[src/rtl/scx_params.svh]
// Constants for the stack and on-chip xdata configuration block
`ifndef SCX_PARAMS_SVH
`define SCX_PARAMS_SVH

// Special-function addresses
`define SCX_ADDR_CFG     8'hAF
`define SCX_ADDR_SPL     8'h81
`define SCX_ADDR_SPH     8'hB7

// Reset values
`define SCX_CFG_RST      8'h00
`define SCX_SPL_RST      8'h07
`define SCX_SPH_RST      3'h0

// Field positions in the configuration register
`define SCX_BIT_EXT      7
`define SCX_BIT_MAP      0

// Widths
`define SCX_SPH_W        3
`define SCX_SP_W         11
`define SCX_ONCHIP_AW    11
`define SCX_XDATA_AW     24

`endif

[src/rtl/scx_pkg.sv]
// Types shared by the stack and on-chip xdata configuration block
package scx_pkg;

	typedef struct packed {
		logic [7:0] addr;
		logic       wr;
		logic       rd;
		logic [7:0] wdata;
	} scx_sfr_req_t;

	typedef struct packed {
		logic       push;
		logic       pop;
	} scx_stack_op_t;

	typedef enum logic [1:0] {
		SCX_SEL_NONE,
		SCX_SEL_CFG,
		SCX_SEL_SPL,
		SCX_SEL_SPH
	} scx_sel_t;

endpackage

[src/rtl/scx_config.sv]
// Stack pointer and on-chip xdata mapping configuration register bank
`timescale 1ns/1ps
`include "scx_params.svh"

module scx_config #(
	parameter int XA_W      = `SCX_XDATA_AW,
	parameter int ONCHIP_AW = `SCX_ONCHIP_AW
) (
	// Clock and reset
	input  wire logic                      clk,
	input  wire logic                      reset,
	// Special-function register port
	input  wire scx_pkg::scx_sfr_req_t     sfr_req,
	output logic [7:0]                     sfr_rdata,
	output logic                           sfr_rd_valid,
	// Stack operations from the core
	input  wire scx_pkg::scx_stack_op_t    stack_op,
	output logic [`SCX_SP_W-1:0]           stack_addr,
	// External data address decode
	input  wire logic                      xdata_req,
	input  wire logic [XA_W-1:0]           xdata_addr,
	output logic                           xdata_onchip,
	output logic                           xdata_external,
	// Configuration state
	output logic                           stack_extend_enable,
	output logic                           internal_xdata_map_enable
);

	////////////////////////////////////////////////////////////////////////////
	// State

	localparam logic [7:0]     CFG_RST = `SCX_CFG_RST;

	logic                      ext_r;
	logic                      map_r;
	logic [7:0]                spl_r;
	logic [`SCX_SPH_W-1:0]     sph_r;
	logic                      ext_nxt;
	logic                      map_nxt;
	logic [7:0]                spl_nxt;
	logic [`SCX_SPH_W-1:0]     sph_nxt;
	logic [7:0]                rdata_nxt;
	logic                      onchip_nxt;

	////////////////////////////////////////////////////////////////////////////
	// Address decode

	scx_pkg::scx_sel_t         sel;
	wire                       hit_cfg = sfr_req.addr == `SCX_ADDR_CFG;
	wire                       hit_spl = sfr_req.addr == `SCX_ADDR_SPL;
	wire                       hit_sph = sfr_req.addr == `SCX_ADDR_SPH;

	assign sel = hit_cfg ? scx_pkg::SCX_SEL_CFG :
	             hit_spl ? scx_pkg::SCX_SEL_SPL :
	             hit_sph ? scx_pkg::SCX_SEL_SPH : scx_pkg::SCX_SEL_NONE;

	wire                       wr_cfg = sfr_req.wr && sel == scx_pkg::SCX_SEL_CFG;
	wire                       wr_spl = sfr_req.wr && sel == scx_pkg::SCX_SEL_SPL;
	// High byte only writable with the extend bit set
	wire                       wr_sph = sfr_req.wr && sel == scx_pkg::SCX_SEL_SPH
	                                    && ext_r;

	////////////////////////////////////////////////////////////////////////////
	// Stack pointer arithmetic

	wire [`SCX_SP_W-1:0]       sp_full = {sph_r, spl_r};
	wire [`SCX_SP_W-1:0]       sp_inc  = sp_full + `SCX_SP_W'(1);
	wire [`SCX_SP_W-1:0]       sp_dec  = sp_full - `SCX_SP_W'(1);
	wire [7:0]                 spl_inc = spl_r + 8'h01;
	wire [7:0]                 spl_dec = spl_r - 8'h01;
	wire                       do_push = stack_op.push && !stack_op.pop;
	wire                       do_pop  = stack_op.pop && !stack_op.push;

	// Configuration: only bits 7 and 0 are stored
	assign ext_nxt = wr_cfg ? sfr_req.wdata[`SCX_BIT_EXT] : ext_r;
	assign map_nxt = wr_cfg ? sfr_req.wdata[`SCX_BIT_MAP] : map_r;

	// Register write wins over a stack operation in the same cycle
	assign spl_nxt = wr_spl            ? sfr_req.wdata :
	                 do_push && ext_r  ? sp_inc[7:0] :
	                 do_push           ? spl_inc :
	                 do_pop && ext_r   ? sp_dec[7:0] :
	                 do_pop            ? spl_dec : spl_r;

	assign sph_nxt = wr_sph            ? sfr_req.wdata[`SCX_SPH_W-1:0] :
	                 do_push && ext_r  ? sp_inc[`SCX_SP_W-1:8] :
	                 do_pop && ext_r   ? sp_dec[`SCX_SP_W-1:8] : sph_r;

	////////////////////////////////////////////////////////////////////////////
	// Read data

	always_comb begin
		case (sel)
			scx_pkg::SCX_SEL_CFG: begin
				rdata_nxt = {ext_r, 6'h00, map_r};
			end
			scx_pkg::SCX_SEL_SPL: begin
				rdata_nxt = spl_r;
			end
			scx_pkg::SCX_SEL_SPH: begin
				rdata_nxt = ext_r ? {5'h00, sph_r} : 8'h00;
			end
			default: begin
				rdata_nxt = 8'h00;
			end
		endcase
	end

	////////////////////////////////////////////////////////////////////////////
	// Xdata decode

	wire                       low_window = xdata_addr[XA_W-1:ONCHIP_AW] == '0;
	// Map bit clear sends every access off chip
	assign onchip_nxt = xdata_req && map_r && low_window;

	////////////////////////////////////////////////////////////////////////////
	// Registers

	always_ff @(posedge clk) begin
		if (reset) begin
			ext_r <= CFG_RST[`SCX_BIT_EXT];
			map_r <= CFG_RST[`SCX_BIT_MAP];
			spl_r <= `SCX_SPL_RST;
			sph_r <= `SCX_SPH_RST;
		end else begin
			ext_r <= ext_nxt;
			map_r <= map_nxt;
			spl_r <= spl_nxt;
			sph_r <= sph_nxt;
		end
	end

	always_ff @(posedge clk) begin
		if (reset) begin
			sfr_rdata                 <= 8'h00;
			sfr_rd_valid              <= 1'b0;
			xdata_onchip              <= 1'b0;
			xdata_external            <= 1'b0;
			stack_extend_enable       <= 1'b0;
			internal_xdata_map_enable <= 1'b0;
			stack_addr                <= {3'h0, `SCX_SPL_RST};
		end else begin
			sfr_rdata                 <= sfr_req.rd ? rdata_nxt : 8'h00;
			sfr_rd_valid              <= sfr_req.rd;
			xdata_onchip              <= onchip_nxt;
			xdata_external            <= xdata_req && !onchip_nxt;
			stack_extend_enable       <= ext_nxt;
			internal_xdata_map_enable <= map_nxt;
			// Pre-incremented pointer is the push store address
			stack_addr                <= ext_nxt ? {sph_nxt, spl_nxt} :
			                                       {3'h0, spl_nxt};
		end
	end

	wire quiet = !sfr_req.wr;
endmodule

[config.mk]
export PLATFORM = sky130hd
export DESIGN_NAME = scx_config
export DESIGN_NICKNAME = d
export VERILOG_FILES = /design/src/rtl/scx_pkg.sv /design/src/rtl/scx_config.sv
export VERILOG_INCLUDE_DIRS = /design/src /design/src/rtl
export SDC_FILE = /design/constraint.sdc
export NUM_CORES = 1
export LEC_CHECK = 0
export BUFFER_PORTS_ARGS = -buffer_cell sky130_fd_sc_hd__buf_2
export CAP_MARGIN = 20
export CORE_MARGIN = 1.5
export CORE_UTILIZATION = 45
export DETAILED_ROUTE_END_ITERATION = 10
export PLACE_DENSITY_LB_ADDON = 0.25
export SETUP_SLACK_MARGIN = 0.4
export SLEW_MARGIN = 5
export SYNTH_ARGS = -nofsm -noshare
export SYNTH_HDL_FRONTEND = slang
export SYNTH_SLANG_ARGS = --single-unit
[constraint.sdc]
create_clock -name clk -period 2.51 [get_ports clk]
set_input_delay 0.502 -clock clk [delete_from_list [all_inputs] [get_ports clk]]
set_output_delay 0.502 -clock clk [all_outputs]
set_load 0.01 [all_outputs]
==> metrics.md <==
| Metric | Value |
|---|---|
| CTS Sinks | `27` |
| RSZ-0062 raised after global routing | `false` |
| Number of synthesized flops with an enable pin | `0` |
| Final Total Pwr | `797.3 uW` |
| Area Growth Syn to Fin | `25.61%` |
| Estimated wirelength of the detail-placed design | `2.581 mm` |
| First-pass iteration count of the detailed router | `4` |
| Worst Path Arrival | `2240 ps` |
| Core area | `0.003053 mm2` |
| Vias per cell | `5.387` |
| Aggregate routed wire length | `3.366 mm` |
| N_diodes | `0` |
| First-pass GRT wire length | `5.740 mm` |
| CTS Buf Count | `3` |
| F_max | `497.0 MHz` |
| Synth area leaders | `dfxtp_1 (37%), nand2_1 (4.2%), nor2_1 (3.9%)` |
| DR iter-0 viols | `49` |
| Die Wd | `59.70 um` |
| Asr flop ratio synth | `0` |
| Footprint of the multi-input gates | `844.6 um2` |
| Total die area | `0.003563 mm2` |
| Cell Pwr Density | `438.9 mW/mm2` |
| Filler cell count | `319` |
| Reg area | `543.0 um2` |
| Slowest CP cell | `dfxtp_2` |
| CTS tree | `yes` |
| Final setup TNS | `0 ps` |
| Synthesized flop and latch total | `27` |
| Vias | `1,460` |
| # DRC | `0` |
| Largest buffer count on any clock path | `2` |
| Slew Limit Fails | `0` |
| DRT antenna net count | `0` |
| Nets | `277` |
| Worst slew pin tran | `404.1 ps` |
| Routability Congestion | `0.9152` |
| Final Util | `0.5951` |
| Total track usage | `0.2097` |
| Final Cycle Share | `0.8016` |
| Final Hold Vio Count | `0` |
| CP Data Required Time | `2740 ps` |
| Initial Utilization | `0.4738` |
| Cell area after synthesis | `0.001446 mm2` |
| Tmin final | `2012 ps` |
| Placed cells | `267` |
| Syn nets | `215` |
| Critical path's top delay family | `simple AND/OR/NAND/NOR gates` |
| Synth cell count leaders | `dfxtp_1 (27), nand2_1 (16), nor2_1 (15), a21oi_1 (8)` |
| Initial antenna violation count | `0` |
| Static Leakage | `0.0008257 uW` |
| Wire length per cell | `12.42 um` |
| Crit path largest cell delay | `450 ps` |
| Critical path class | `register to register` |
| Worst-path clk slew | `160 ps` |
| Min-delay worst type | `primary input to register` |
| Syn. warnings | `0` |
| CTS Hold Bufs | `0` |
| Clock Latency Late Sink | `340 ps` |
| Outcome | `finished clean` |
| Crit start category | `register` |
| Critical path fanouts, max | `8` |
| Cell taking the most area after synthesis | `dfxtp_1` |
| Max cap viols | `0` |
| Final global-route overflow total | `0` |
| Setup-failing EPs final | `0` |
| Io pins | `71` |
| Synth Instances | `166` |
| Die span in y | `59.70 um` |
| Crit path capture type | `register` |
| Largest net degree at the start of global routing | `19` |
| Clock skew | `16.69 ps` |
| Avg Inst Size Synth | `8.713 um2` |
| Sequential fraction of the synthesis area | `0.3737` |
| Num rows | `20` |
| Headroom to the max-slew limit | `0.7229` |
| Root Driver | `clkbuf_4` |
| Worst VDD drop | `271.4 uV` |
| Synth unique cells | `47` |
| CP bufs+invs | `1` |
| Synth Flop Type | `dfxtp_1` |
| Number of port buffers | `59` |
| Vias in the first global route | `1,268` |
| Synth top area share | `0.3737` |
| Most frequent cell after synthesis | `dfxtp_1` |
| Final std cells w/o fill | `271` |
| H-tree depth | `1` |
| Share of layout cells above drive strength 1 | `0.3612` |
| CP cell instances | `inv_1 -> ha_1 -> nor3b_1 -> and4bb_1 -> or3_2 -> a31oi_1 -> nor2_1` |
-- registers in the layout, indices dropped and copies added (netlist names) --
name and flops:
sfr_rdata 8, spl_r 8, sph_r 3, stack_addr 3, internal_xdata_map_enable 1, sfr_rd_valid 1, stack_extend_enable 1, xdata_external 1
xdata_onchip 1
-- layout by cell type (no fill, tap or decap), types with 4 or more instances in the layout --
master | Yosys | final
xnor2_1 | 4 | 4
a22oi_1 | 4 | 4
nor3_1 | 6 | 6
dfxtp_1 | 27 | 25
buf_2 | 1 | 59
nand3_1 | 7 | 7
nor2_1 | 15 | 15
nor4_1 | 5 | 5
a21oi_1 | 8 | 8
and3_1 | 5 | 5
nand2_1 | 16 | 16
inv_1 | 7 | 7
-- path summary, 6_finish.rpt --
kind / slack (ps) / from / cells after the start / end
setup / recovery: 500 / spl_r[0] / 7 / stack_addr[10]
setup reg to reg: 500 / spl_r[0] / 7 / stack_addr[10]
hold / removal: 370 / sfr_req[5] / 3 / spl_r[5]
hold reg to reg: 570 / sph_r[2] / 2 / sfr_rdata[2]
-- stage by stage --
stage	hold slack (ps)	setup slack [ps]	cell area, um2
floorplan	490.1	588.6	1446
CTS	368.6	462.1	1815
global placement	529.5	397.5	1784
finish	367.4	498.1	1817
detailed placement	521.0	390.4	1784
global route	387.4	410.0	1817
-- per-layer routing --
layer	part of all wire	GRT usage
met5	0	0
met4	0.010	0.05714
met3	0.073	0.03896
met2	0.46	0.3339
met1	0.46	0.2907
-- cell type report --
cell class,count,share of cell area
clock buffer,3,0.01240
clock inverter,1,0.004132
inverter,7,0.01446
multi-input combinational,127,0.4649
sequential,27,0.2989
tap,44,0.03030
timing repair buffer,62,0.1749
-- repair_timing --
item / 4_1_cts / 5_1_grt
setup buffers: 0 / 0
pin swaps: 0 / 0
resized for setup: 1 / 1
setup endpoints to repair: 2 / 2
-- worst min-delay path: stages --
cell	delay, ps
buf_2	90
nand2_1	50
a21oi_1	50
-- power breakdown --
part	internal, uW	total, uW	switching [uW]
clock network	61.2	202	140
registers	440	456	16.4
logic	69.1	139	70.1
-- cells by family (layout without fill, tap and decap cells) --
group,Yosys count,in the layout,synth area share
buf+inv,12,73,0.04239
compound gates,28,28,0.1298
flops,27,27,0.3737
xor+xnor,6,6,0.03633
simple gates,89,89,0.3867
mux,2,2,0.01384
fa+ha+maj,2,2,0.01730
Note: power is estimated with default switching activity, not from simulation.
